### src/common/wdr_map.vh
`ifndef WDR_MAP_VH
`define WDR_MAP_VH
// register byte offsets
`define WDR_CTRL_OFF 12'h000
`define WDR_STAT_OFF 12'h004
`define WDR_MASK_OFF 12'h008
`define WDR_FLAG_OFF 12'h00c
// control register fields
`define WDR_EN_BIT 0
`define WDR_PS_LSB 1
`define WDR_PS_MSB 5
`define WDR_PS_RST 5'h0b
`define WDR_PS_MAX 5'h12
`define WDR_PS_BASE 5
// mode configuration encodings
`define WDR_MODE_OFF 2'h0
`define WDR_MODE_SW 2'h1
`define WDR_MODE_NOSLP 2'h2
`define WDR_MODE_ON 2'h3
// interrupt status bits
`define WDR_IRQ_RST 0
`define WDR_IRQ_WAKE 1
`define WDR_IRQ_W 2
// reset pulse length in mclk cycles
`define WDR_RST_CYC 4'h4
`endif

### src/verilog/wdr_watchdog.v
`timescale 1ns/1ps
`include "wdr_map.vh"

// Functional notes
// - timeout while awake and active requests reset
// - counter runs on low frequency oscillator
// - mode 11 always active, sleep too
// - mode 10 active awake, off in sleep
// - mode 01 follows software enable bit
// - mode 00 off, enable ignored
// - prescale is two to code plus five
// - codes 10011 upward act as 1:32
// - reset gives period 01011, enable zero
// - clear on reset, instr, sleep, fail, disable
// - sleep entry clears, then counting resumes
// - wake clears; crystal waits startup timer
// - sleep timeout wakes, updates status flags
// - divider changes leave counter alone
// - enable bit0, period bits5-1, 7-6 zero
module wdr_watchdog (
  // system
  input wire mclk,
  input wire sys_rst,
  // apb slave
  input wire psel,
  input wire penable,
  input wire pwrite,
  input wire [11:0] paddr,
  input wire [31:0] pwdata,
  output reg [31:0] prdata,
  output reg pready,
  output reg pslverr,
  // device status and configuration (asynchronous to mclk)
  input wire low_freq_osc,
  input wire [1:0] watchdog_mode_cfg,
  input wire sleep_mode,
  input wire watchdog_clear_instr,
  input wire osc_fail,
  input wire crystal_clock,
  input wire osc_startup_timer,
  input wire [3:0] intosc_divider_sel,
  // results
  output reg wdt_reset_req,
  output reg wdt_wake_req,
  output reg timeout_flag_n,
  output reg powerdown_flag_n,
  output reg irq
);

  // synchroniser stages, first flop read only by second
  reg [8:0] s1_q;
  reg [8:0] s2_q;
  reg osc_d1_q;
  reg sleep_d1_q;
  reg [22:0] cnt_q;
  reg [4:0] ps_q;
  reg en_q;
  reg [1:0] stat_q;
  reg [1:0] mask_q;
  reg [3:0] rst_cnt_q;
  reg hold_q;

  wire osc_s = s2_q[0];
  wire [1:0] mode_s = s2_q[2:1];
  wire sleep_s = s2_q[3];
  wire clr_s = s2_q[4];
  wire fail_s = s2_q[5];
  wire xtal_s = s2_q[6];
  wire ost_s = s2_q[7];

  // synchronise every status pin except divider select, which is intentionally never read
  always @(posedge mclk or posedge sys_rst) begin
    if (sys_rst) begin
      s1_q <= 9'h000;
      s2_q <= 9'h000;
    end else begin
      s1_q <= {1'b0, osc_startup_timer, crystal_clock, osc_fail, watchdog_clear_instr,
               sleep_mode, watchdog_mode_cfg, low_freq_osc};
      s2_q <= s1_q;
    end
  end

  // terminal count for a period code, reserved codes fold to 1:32
  function [22:0] wdr_limit;
    input [4:0] code;
    begin
      if (code > `WDR_PS_MAX)
        wdr_limit = 23'h00001f;
      else
        wdr_limit = (23'h000001 << (code + `WDR_PS_BASE)) - 23'h000001;
    end
  endfunction

  // mode table decides whether the counter may run
  reg active;
  always @* begin
    case (mode_s)
      `WDR_MODE_ON: active = 1'b1;
      `WDR_MODE_NOSLP: active = ~sleep_s;
      `WDR_MODE_SW: active = en_q;
      `WDR_MODE_OFF: active = 1'b0;
      default: active = 1'b0;
    endcase
  end

  wire osc_tick = osc_s & ~osc_d1_q;
  wire slp_edge = sleep_s ^ sleep_d1_q;
  wire wake_hold = hold_q | (sleep_d1_q & ~sleep_s & xtal_s);
  // clears need no oscillator edge, so they act at once on mclk
  wire clear = ~active | clr_s | fail_s | slp_edge | (wake_hold & ost_s);
  // a clear in the same cycle as the terminal tick must win, or a late clear still resets
  wire expire = osc_tick & ~clear & (cnt_q == wdr_limit(ps_q));
  wire wr = psel & penable & pwrite;
  wire [1:0] ev = {expire & sleep_s, expire & ~sleep_s};

  // watchdog counter
  always @(posedge mclk or posedge sys_rst) begin
    if (sys_rst) begin
      cnt_q <= 23'h000000;
      osc_d1_q <= 1'b0;
      sleep_d1_q <= 1'b0;
      hold_q <= 1'b0;
    end else begin
      osc_d1_q <= osc_s;
      sleep_d1_q <= sleep_s;
      // crystal wake waits until the startup timer stops running
      hold_q <= wake_hold & ost_s;
      if (clear)
        cnt_q <= 23'h000000;
      else if (expire)
        cnt_q <= 23'h000000;
      else if (osc_tick)
        cnt_q <= cnt_q + 23'h000001;
    end
  end

  // reset pulse, wake pulse and status flags
  always @(posedge mclk or posedge sys_rst) begin
    if (sys_rst) begin
      rst_cnt_q <= 4'h0;
      wdt_reset_req <= 1'b0;
      wdt_wake_req <= 1'b0;
      timeout_flag_n <= 1'b1;
      powerdown_flag_n <= 1'b1;
    end else begin
      if (ev[0])
        rst_cnt_q <= `WDR_RST_CYC;
      else if (rst_cnt_q != 4'h0)
        rst_cnt_q <= rst_cnt_q - 4'h1;
      wdt_reset_req <= ev[0] | (rst_cnt_q > 4'h1);
      wdt_wake_req <= ev[1];
      if (ev[1]) begin
        timeout_flag_n <= 1'b0;
        powerdown_flag_n <= 1'b0;
      end else if (ev[0]) begin
        timeout_flag_n <= 1'b0;
        powerdown_flag_n <= 1'b1;
      end else if (sleep_s & ~sleep_d1_q) begin
        timeout_flag_n <= 1'b1;
        powerdown_flag_n <= 1'b0;
      end else if (clr_s) begin
        timeout_flag_n <= 1'b1;
        powerdown_flag_n <= 1'b1;
      end
    end
  end

  // registers: software bits; status set wins over write-one clear
  always @(posedge mclk or posedge sys_rst) begin
    if (sys_rst) begin
      ps_q <= `WDR_PS_RST;
      en_q <= 1'b0;
      mask_q <= 2'h0;
      stat_q <= 2'h0;
      irq <= 1'b0;
    end else begin
      if (wr && paddr == `WDR_CTRL_OFF) begin
        ps_q <= pwdata[`WDR_PS_MSB:`WDR_PS_LSB];
        en_q <= pwdata[`WDR_EN_BIT];
      end
      if (wr && paddr == `WDR_MASK_OFF)
        mask_q <= pwdata[1:0];
      if (wr && paddr == `WDR_STAT_OFF)
        stat_q <= (stat_q & ~pwdata[1:0]) | ev;
      else
        stat_q <= stat_q | ev;
      irq <= |(stat_q & mask_q);
    end
  end

  // apb answer: no wait state, unmapped address raises pslverr
  always @(posedge mclk or posedge sys_rst) begin
    if (sys_rst) begin
      pready <= 1'b0;
      pslverr <= 1'b0;
      prdata <= 32'h00000000;
    end else begin
      pready <= psel & ~penable;
      pslverr <= psel & ~penable & (paddr != `WDR_CTRL_OFF) & (paddr != `WDR_STAT_OFF)
                 & (paddr != `WDR_MASK_OFF) & (paddr != `WDR_FLAG_OFF);
      prdata <= 32'h00000000;
      if (psel & ~penable & ~pwrite) begin
        case (paddr)
          `WDR_CTRL_OFF: prdata <= {26'h0000000, ps_q, en_q};
          `WDR_STAT_OFF: prdata <= {30'h00000000, stat_q};
          `WDR_MASK_OFF: prdata <= {30'h00000000, mask_q};
          `WDR_FLAG_OFF: prdata <= {27'h0000000, powerdown_flag_n, timeout_flag_n, active,
                                    mode_s};
          default: prdata <= 32'h00000000;
        endcase
      end
    end
  end

endmodule
### config.mk
export PLATFORM = sky130hd
export DESIGN_NAME = wdr_watchdog
export DESIGN_NICKNAME = d
export VERILOG_FILES = /design/src/verilog/wdr_watchdog.v
export VERILOG_INCLUDE_DIRS = /design/src /design/src/common
export SDC_FILE = /design/constraint.sdc
export NUM_CORES = 1
export LEC_CHECK = 0
export BUFFER_PORTS_ARGS = -buffer_cell sky130_fd_sc_hd__buf_2
export CAP_MARGIN = 5
export CORE_AREA = 2 2 106 108
export DETAILED_ROUTE_END_ITERATION = 10
export DIE_AREA = 0 0 108 110
export MAX_ROUTING_LAYER = met4
export PLACE_DENSITY = 0.73
export SETUP_SLACK_MARGIN = 0.05
export SLEW_MARGIN = 30
export SYNTH_ARGS = -nofsm -noshare
export SYNTH_HDL_FRONTEND = slang
export SYNTH_SLANG_ARGS = --single-unit
export TNS_END_PERCENT = 30
### constraint.sdc
create_clock -name mclk -period 3.5 [get_ports mclk]
set_input_delay 0.525 -clock mclk [delete_from_list [all_inputs] [get_ports mclk]]
set_output_delay 0.525 -clock mclk [all_outputs]
set_load 0.05 [all_outputs]
==> results of run 1 <==
worst paths after layout:
| kind | start | end | slack, ns | depth (start not counted) |
|---|---|---|---|---|
| setup / recovery | ps_q[2] | wdt_reset_req | 0.29 | 8 |
| hold / removal | osc_fail | s1_q[5] | 0.28 | 1 |
| setup reg to reg | ps_q[2] | wdt_reset_req | 0.29 | 8 |
| hold reg to reg | s1_q[4] | s2_q[4] | 0.35 | 0 |
| max in group asynchronous | sys_rst | ps_q[3] | 2.39 | 3 |
| min in group asynchronous | sys_rst | stat_q[0] | 0.31 | 2 |
cells in the final DEF (no fill, tap or decap), drive strengths merged, types with 4 or more instances in the layout:
| master | instances |
|---|---|
| a2111oi | 4 |
| a21oi | 19 |
| and3 | 23 |
| buf | 56 |
| clkbuf | 9 |
| conb | 28 |
| dfrtp | 64 |
| dfstp | 5 |
| ha | 7 |
| inv | 15 |
| mux2 | 7 |
| nand2 | 36 |
| nand2b | 7 |
| nand3 | 36 |
| nand4 | 13 |
| nand4b | 5 |
| nor2 | 28 |
| nor2b | 5 |
| nor3 | 9 |
| nor3b | 8 |
| nor4 | 14 |
| o211ai | 7 |
| o21ai | 21 |
| or3 | 5 |
| or4 | 6 |
| xnor2 | 7 |
| xor2 | 7 |
synthesized netlist by cell type (3+ instances only):
| cell | instances |
|---|---|
| sky130_fd_sc_hd__xnor2_1 | 7 |
| sky130_fd_sc_hd__nand3_1 | 36 |
| sky130_fd_sc_hd__nor3b_1 | 8 |
| sky130_fd_sc_hd__o21ai_0 | 19 |
| sky130_fd_sc_hd__ha_1 | 7 |
| sky130_fd_sc_hd__inv_1 | 12 |
| sky130_fd_sc_hd__o211ai_1 | 7 |
| sky130_fd_sc_hd__or4_1 | 6 |
| sky130_fd_sc_hd__buf_2 | 8 |
| sky130_fd_sc_hd__dfstp_2 | 5 |
| sky130_fd_sc_hd__buf_6 | 4 |
| sky130_fd_sc_hd__nand4b_1 | 5 |
| sky130_fd_sc_hd__and4_1 | 3 |
| sky130_fd_sc_hd__buf_4 | 27 |
| sky130_fd_sc_hd__a311oi_1 | 3 |
| sky130_fd_sc_hd__mux2_2 | 7 |
| sky130_fd_sc_hd__or3_1 | 3 |
| sky130_fd_sc_hd__o31ai_1 | 3 |
| sky130_fd_sc_hd__a211o_1 | 3 |
| sky130_fd_sc_hd__xor2_1 | 7 |
| sky130_fd_sc_hd__and3_1 | 23 |
| sky130_fd_sc_hd__nand4_1 | 13 |
| sky130_fd_sc_hd__nand2_1 | 36 |
| sky130_fd_sc_hd__a21o_1 | 3 |
| sky130_fd_sc_hd__a2111oi_0 | 3 |
| sky130_fd_sc_hd__clkbuf_1 | 20 |
| sky130_fd_sc_hd__a21oi_1 | 19 |
| sky130_fd_sc_hd__dfrtp_1 | 64 |
| sky130_fd_sc_hd__nor2b_1 | 5 |
| sky130_fd_sc_hd__nand2b_1 | 7 |
| sky130_fd_sc_hd__nor2_1 | 28 |
| sky130_fd_sc_hd__nor3_1 | 7 |
| sky130_fd_sc_hd__nor4_1 | 12 |
worst max-delay path: cells and delay by family, from the launching register on:
kind / cells / cell delay (ns)
compound gates: 2 / 0.62
flops: 1 / 0.68
simple gates: 6 / 1.83
final cells by class:
cell class / count / area [µm²]
clock inverters: 7 / 80.08
well taps: 140 / 175.2
clock buffers: 9 / 123.9
inverters: 12 / 45.04
fillers: 1041 / 6062
multi-input cells: 345 / 2162
flip-flops and latches: 69 / 1733
repair buffers: 56 / 316.6
routing by layer:
layer | vias up | GRT usage, %
met2 | 106 | 27.94
li1 | 1691 | -
met1 | 1697 | 22.03
met4 | 0 | 8.791
met3 | 9 | 2.646
met5 | - | -
sequential cells by signal (all words and copies together), names as in the netlist:
name / cells
osc_d1_q: 1
en_q: 1
rst_cnt_q: 4
irq: 1
cnt_q: 23
mask_q: 2
timeout_flag_n: 1
wdt_reset_req: 1
wdt_wake_req: 1
ps_q: 5
pslverr: 1
s1_q: 8
prdata: 6
hold_q: 1
powerdown_flag_n: 1
stat_q: 2
sleep_d1_q: 1
pready: 1
s2_q: 8
power by group through the flow:
stage | logic [mW] | clock network [mW] | registers, mW
floorplan | 0.136 | 0 | 0.840
CTS | 0.156 | 0.693 | 0.818
finish | 0.158 | 0.672 | 0.818
detailed placement | 0.156 | 0 | 0.834
global placement | 0.153 | 0 | 0.833
global route | 0.171 | 0.730 | 0.819
logic make-up (layout without fill, tap and decap cells):
kind of cell | after synthesis | count (layout) | share of synthesized area [%]
muxes | 10 | 10 | 3.177
AOI/OAI and AO/OA | 81 | 81 | 12.89
and+or+nand+nor | 205 | 205 | 27.76
DFF | 69 | 69 | 41.12
buffers and inverters | 73 | 84 | 9.887
adders and majority gates | 7 | 7 | 2.078
xor gates and xnor gates | 14 | 14 | 2.910
other | 2 | 28 | 0.1782
per-stage QoR:
stage          power, mW  area, µm²  std cells
4_1_cts            1.667       4624        637
2_1_floorplan     0.9753       4312        487
3_5_place_dp      0.9897       4420        621
3_3_place_gp      0.9859       4420        621
6_report           1.647       4636        638
5_1_grt            1.721       4636        638
==> results.md, run 1 <==
Power:
- The net switching power figure is roughly 0.47 mW.
- Net switching is 28.34% of the power.
- The register share of total power is 49.6%.
- The largest vdd supply drop is around 220 µV.
- The static leakage is between 2 and 2.5 nW.
- Of the total power, combinational logic draws 9.6%.
- The internal power of the cells totals 1.181 mW.
- Power spread over the standard cell area amounts to 355.4 nW/µm².
- The share of power burned in the clock network is approximately 41%.

Drt:
- The detailed router put a total of 4078 µm of wire on met1.
- The number of vias after detailed routing is 3503.
- Wire segments on met3 add up to 502 µm in the final route.
- The first TritonRoute pass finished after 5 iterations.
- The detailed-routed wire length on met2 is 4598 µm.
- The total wire length after detailed routing is 9289 µm.
- In the routed layout, each cell is associated on average with a via count of 5.491.
- The average wire per standard cell is 14.56 µm.
- The number of nets with antenna violations after routing is 0.
- The highest metal layer carrying signal wires in the routed design is met4.
- The post-route DRC violation count is 0.
- The number of DRC markers in iteration 0 is 202.

Placement:
- The placer congestion estimate is 0.8826.
- The count of input and output buffers is 43.
- The setup slack after placement is roughly 0.3 ns.
- After legalization and detailed placement, the total HPWL measured 6628 µm.

STA:
- The final number of hold-violating endpoints is 0.
- The worst hold slack after final layout is 0.2775 ns.
- At the pin with the least slew margin, the transition time is between 0.7 and 0.8 ns.
- Based on the critical path, the design can be clocked at up to slightly above 0.3 GHz.
- After layout, the worst path uses between 90% and 100% of the clock period.
- The worst path meets setup with 0.2917 ns of slack.
- The max-slew violation count is 0.
- The final setup skew is roughly 0.011 ns.
- Measured against its own limit, the worst slew margin works out to 49.62%.
- Setup repair after global routing left no endpoint under its margin.
- After routing, the total negative slack on setup checks comes to 0 ns.
- The final critical path time including I/O delays and setup is 3.208 ns.
- Setup violations remaining at the end of the flow were counted as 0.

GRT:
- The initial antenna violation count was 0.
- The aggregate global routing overflow is 0.
- Across every metal layer, demand over resource in global routing totals 17.58%.
- Entering global routing, the biggest net connects 38 pins.
- The global-route wire length before repair is between 15000 and 20000 µm.
- The number of global-route vias before repair is between 3000 and 4000.

Worst setup path:
- Walking the worst path, the cells encountered are a211oi_4 > and3_1 > or3_1 > a2111oi_1 > nand4_1 > or3_4 > nor4_4 > or4_1.
- The nature of the critical path startpoint is a flop.
- The maximum net fanout on the critical path is 16.
- In this design, the stage delay of the slowest critical-path cell is between 0.6 and 0.7 ns.
- The worst setup path is of the reg -> reg kind.
- The worst path required time is 3.78 ns.
- The data arrival time of the worst path is 3.49 ns.
- On the critical path, the stage with the largest delay is an instance of sky130_fd_sc_hd__dfrtp_1.
- The endpoint type of the worst setup path is a flop.

Floorplanning:
- The row count is 38.
- In this run the count of I/O pins placed on the die edge is 100.
- The initial core utilization is between 30% and 40%.
- The height of the die is 110 µm.
- The die covers 11880 µm².
- From left edge to right edge, the die measures 108 µm.
- The total area inside the core boundary comes to roughly 11000 µm².

Clock network:
- The maximum clock insertion buffer count is 2.
- The number of buffers inserted by post-CTS setup repair is 0.
- The clock slew seen by the registers of the worst setup and hold paths is 0.08 ns.
- The count of instances resized after the clock tree is built is 0.
- TritonCTS created 9 clock buffers.
- The clock net sink count is 69.
- For the worst-skew pair, the clock arrives at the later sink with an insertion delay of 0.35 ns.
- The number of hold-repair buffers added at the cts stage is 0.
- The cell chosen for the clock root is sky130_fd_sc_hd__clkbuf_8.
- The CTS tree is yes.
- In this run the number of H-tree levels came out at 3.

Synthesis:
- sky130_fd_sc_hd__dfrtp_1 takes more of the synthesized area than any other cell.
- The mean instance size in the synthesized netlist is about 9.1 µm².
- The count of flip-flops with a built-in enable after synthesis is 0.
- After synthesis the netlist holds a flip-flop and latch count of between 60 and 70.
- During synthesis, Yosys emitted a total of 0 warnings.
- The synthesized area is approximately 4200 µm².
- The share of flip-flops with an asynchronous set or reset after synthesis is 100.0%.
- The share of the synthesized area in the top cell type is a little under two fifths.
- The most used flip-flop cell after synthesis is sky130_fd_sc_hd__dfrtp_1.
- Sequential cells were found to cover 41.12% of the synthesized design area.
- The synthesized instance count is 461.
- After synthesis, the netlist uses slightly above 60 different library cells.
- Sorting the synthesized cells by area gives the leading types as sky130_fd_sc_hd__dfrtp_1, sky130_fd_sc_hd__buf_4, sky130_fd_sc_hd__nand3_1.

Cells and area:
- Compared with the post-synthesis result, the final layout area differs by 10.01%.
- The utilization after layout is between 40% and 50%.
- The antenna diode instance count is 0.
- The post-layout net count is 561.
- The fraction of layout instances using a drive strength above 1 is 18.88%.

Status:
- The flow ran to the end, and the final reports show no timing, DRC or antenna violations.

Run:
- The tool flagged a number of max-cap violations equal to 0.

Worst hold path:
- The class of the worst hold path is in -> reg.
No activity file was read; power rests on OpenSTA's default activity.
==> run 2: changes to the inputs <==
Settings changed: CELL_PAD_IN_SITES_DETAIL_PLACEMENT from default to 0, CELL_PAD_IN_SITES_GLOBAL_PLACEMENT from default to 1, PLACE_DENSITY 0.73 to 0.89.
==> results.md, run 2 (synthesis results as in run 1) <==
Cells and area:
- Largest regs: cnt_q (23), s1_q (8), s2_q (8) (unchanged).
- The fraction of layout instances using a drive strength above 1 is 19.04% (was 18.88%).
- The most frequent standard cell in the layout excluding fill and tap cells is sky130_fd_sc_hd__dfrtp_1 (unchanged).
- The antenna diode instance count came to 0 (unchanged).
- The number of fill cells is 1042 (was 1041).
- Leading cell types in the layout, fill and taps excluded: sky130_fd_sc_hd__dfrtp_1, sky130_fd_sc_hd__buf_2, sky130_fd_sc_hd__nand2_1, sky130_fd_sc_hd__nand3_1 (unchanged).
- The register with the most flip-flops is cnt_q (unchanged).
- The layout-stage area growth over the synthesis result is 11.10% (was 10.01%).
- The total area of multi-input combinational cells is 2162 µm² (unchanged).
- The post-layout instance count excluding filler cells is 639 (was 638).
- The number of flip-flops in the largest register is 23 (unchanged).
- The area occupied by registers is 1733 µm² (unchanged).
- The post-layout net count is 562 (was 561).

STA:
- The total negative setup slack was 0 ns (unchanged).
- The maximum frequency from static timing analysis is 0.3169 GHz (was 0.3117 GHz).
- The number of endpoints failing setup at the final stage is 0 (unchanged).
- The final setup skew is 0.01011 ns (was 0.01123 ns).
- The max-slew violation count came to 0 (unchanged).
- The final worst-path cycle share is 90.15% (was 91.67%).
- The measured slew at the worst slew-check pin was 0.9274 ns (was 0.7546 ns).
- The final number of hold-violating endpoints is 0 (unchanged).
- The final critical path time including I/O delays and setup came to 3.155 ns (was 3.208 ns).
- RSZ-0062 raised after global routing: no (unchanged).
- The relative slew slack came to 38.18% (was 49.62%).

Worst setup path:
- The type of the setup path with the least slack is reg -> reg (unchanged).
- The internal reg-to-reg setup slack is 0.34 ns (was 0.29 ns).
- The timing endpoint of the critical path is cnt_q[21] (was wdt_reset_req).
- The cell depth of the worst flop-to-flop path is 9 (was 8).
- The maximum net fanout on the critical path was 15 (was 16).
- The nature of the critical path startpoint is a flop (unchanged).
- The data arrival time of the worst path is 3.36 ns (was 3.49 ns).
- The worst path required time is 3.71 ns (was 3.78 ns).
- The worst flop-to-flop path startpoint is ps_q[1] (was ps_q[2]).
- The reg-to-reg critical path endpoint is cnt_q[21] (was wdt_reset_req).
- The worst setup path startpoint is ps_q[1] (was ps_q[2]).
- The endpoint type of the worst setup path is a flop (unchanged).

Power:
- The largest vdd supply drop is 156.1 µV (was 220.6 µV).
- The static leakage is 2.221 nW (was 2.189 nW).
- The cell area power density is 368.5 nW/µm² (was 355.4 nW/µm²).

Floorplanning:
- The placeable core region is 10700 µm² (unchanged).
- The floorplan die width is 108 µm (unchanged).
- The I/O pin count is 100 (unchanged).
- The area of the die is 11880 µm² (unchanged).
- The row count is 38 (unchanged).
- The height of the die is 110 µm (unchanged).
- The initial core utilization was 39.39% (unchanged).

GRT:
- The global-route usage over all layers was 17.26% (was 17.58%).
- The initial antenna violation count is 0 (unchanged).
- The aggregate global routing overflow is 0 (unchanged).
- The number of global-route vias before repair is 3355 (was 3388).
- The pin count of the biggest net entering global routing is 37 (was 38).
- The global-route wire length before repair came to 15810 µm (was 16060 µm).

Drt:
- The top layer reached by signal wires is met4 (unchanged).
- The wire length on met1 is 4247 µm (was 4078 µm).
- The average wire per standard cell is 14.42 µm (was 14.56 µm).
- The total iterations of the first detailed-routing run is 4 (was 5).
- The post-route DRC violation count is 0 (unchanged).
- The number of DRC markers in iteration 0 is 284 (was 202).
- The met3 layer wire length in the routed design is 341 µm (was 502 µm).
- The detail-routed via count per cell is 5.480 (was 5.491).
- The detailed-routed wire length on met2 came to 4452 µm (was 4598 µm).
- The total wire length after detailed routing came to 9216 µm (was 9289 µm).
- The number of nets with antenna violations after routing is 0 (unchanged).
- The number of vias after detailed routing is 3502 (was 3503).

Clock network:
- The depth of the CTS H-tree is 3 (unchanged).
- The CTS tree is yes (unchanged).
- The maximum clock insertion buffer count is 2 (unchanged).
- The number of hold-repair buffers added at the cts stage was 0 (unchanged).
- The clock slew seen by the registers of the worst setup and hold paths is 0.07 ns (was 0.08 ns).
- The clock net sink count is 69 (unchanged).
- The count of instances resized after the clock tree is built is 0 (unchanged).
- The number of buffers created by CTS is 9 (unchanged).
- The cell chosen for the clock root is sky130_fd_sc_hd__clkbuf_8 (unchanged).
- The number of buffers inserted by post-CTS setup repair is 0 (unchanged).
- The clock insertion delay at the later pin of the skew report is 0.35 ns (about the same).

Worst hold path:
- The class of the worst hold path is in -> reg (unchanged).

Placement:
- The placer congestion estimate is 0.8229 (was 0.8826).
- The count of input and output buffers is 43 (unchanged).
- The cell total after placement is 623 (was 621).
- The post-DP HPWL is 6536 µm (was 6628 µm).

Status:
- Status: finished clean (unchanged).

Run:
- The number of max-capacitance violations reported is 0 (unchanged).
-- run 2: changes by cell type in the layout (fill, tap and decap cells not counted), sizes merged --
cell | before | now
buf | 56 | 57
clkinvlp | 2 | 0
inv | 15 | 12
bufinv | 1 | 2
clkinv | 1 | 3
clkbuf | 9 | 11
-- run 2: area by class of cell --
cell class                      instances  share of cell area, %
Inverter                               12                 0.9621
Sequential cell                        69                  37.01
Timing Repair Buffer                   57                  7.108
Multi-Input combinational cell        345                  46.18
Clock inverter                          5                  1.764
Tap cell                              140                  3.741
Clock buffer                           11                  3.234
-- run 2: worst min path at each step --
stage,endpoint,cells after the start,slack [ns],startpoint
2_1_floorplan,s2_q[0],0,0.33,s1_q[0]
3_3_place_gp,s2_q[2],0,0.33,s1_q[2]
3_5_place_dp,s2_q[3],0,0.34,s1_q[3]
4_1_cts,s1_q[2],1,0.26,watchdog_mode_cfg[1]
5_1_grt,s1_q[1],1,0.26,watchdog_mode_cfg[0]
6_report,s1_q[2],1,0.28,watchdog_mode_cfg[1]
-- run 2: stage by stage --
stage / utilization (%) / cell area, µm² / hold slack (ns) / setup slack [ns] / total power, mW
after floorplan: - / 4312 / 0.3312 / 0.7581 / 0.9753
after global placement: 41.58 / 4448 / 0.3349 / 0.3895 / 0.9882
after detailed placement: 41.58 / 4448 / 0.3393 / 0.3608 / 0.9915
after CTS: 43.77 / 4682 / 0.2617 / 0.3411 / 1.744
after global routing: 43.77 / 4682 / 0.2629 / 0.1672 / 1.800
final: 43.77 / 4682 / 0.2790 / 0.3447 / 1.725
-- run 2: where the power goes --
part / switching (mW) / total [mW] / leakage [nW] / internal [mW]
Sequential: 0.00712 / 0.819 / 0.902 / 0.811
Combinational: 0.125 / 0.158 / 1.20 / 0.0328
Clock: 0.307 / 0.748 / 0.120 / 0.441
-- run 2: critical path: stages, from the launching register on --
cell	delay (ns)
sky130_fd_sc_hd__dfstp_2	0.70
sky130_fd_sc_hd__a211oi_4	0.15
sky130_fd_sc_hd__and3_1	0.25
sky130_fd_sc_hd__or3_1	0.35
sky130_fd_sc_hd__a2111oi_1	0.43
sky130_fd_sc_hd__nand4_1	0.17
sky130_fd_sc_hd__or3_4	0.52
sky130_fd_sc_hd__buf_4	0.20
sky130_fd_sc_hd__o211ai_1	0.16
sky130_fd_sc_hd__a21oi_1	0.09
-- run 2: layer usage --
layer,global-route usage [%],vias to the layer above
met5,-,-
li1,-,1690
met1,22.61,1714
met2,26.10,87
met3,2.881,11
met4,8.425,0
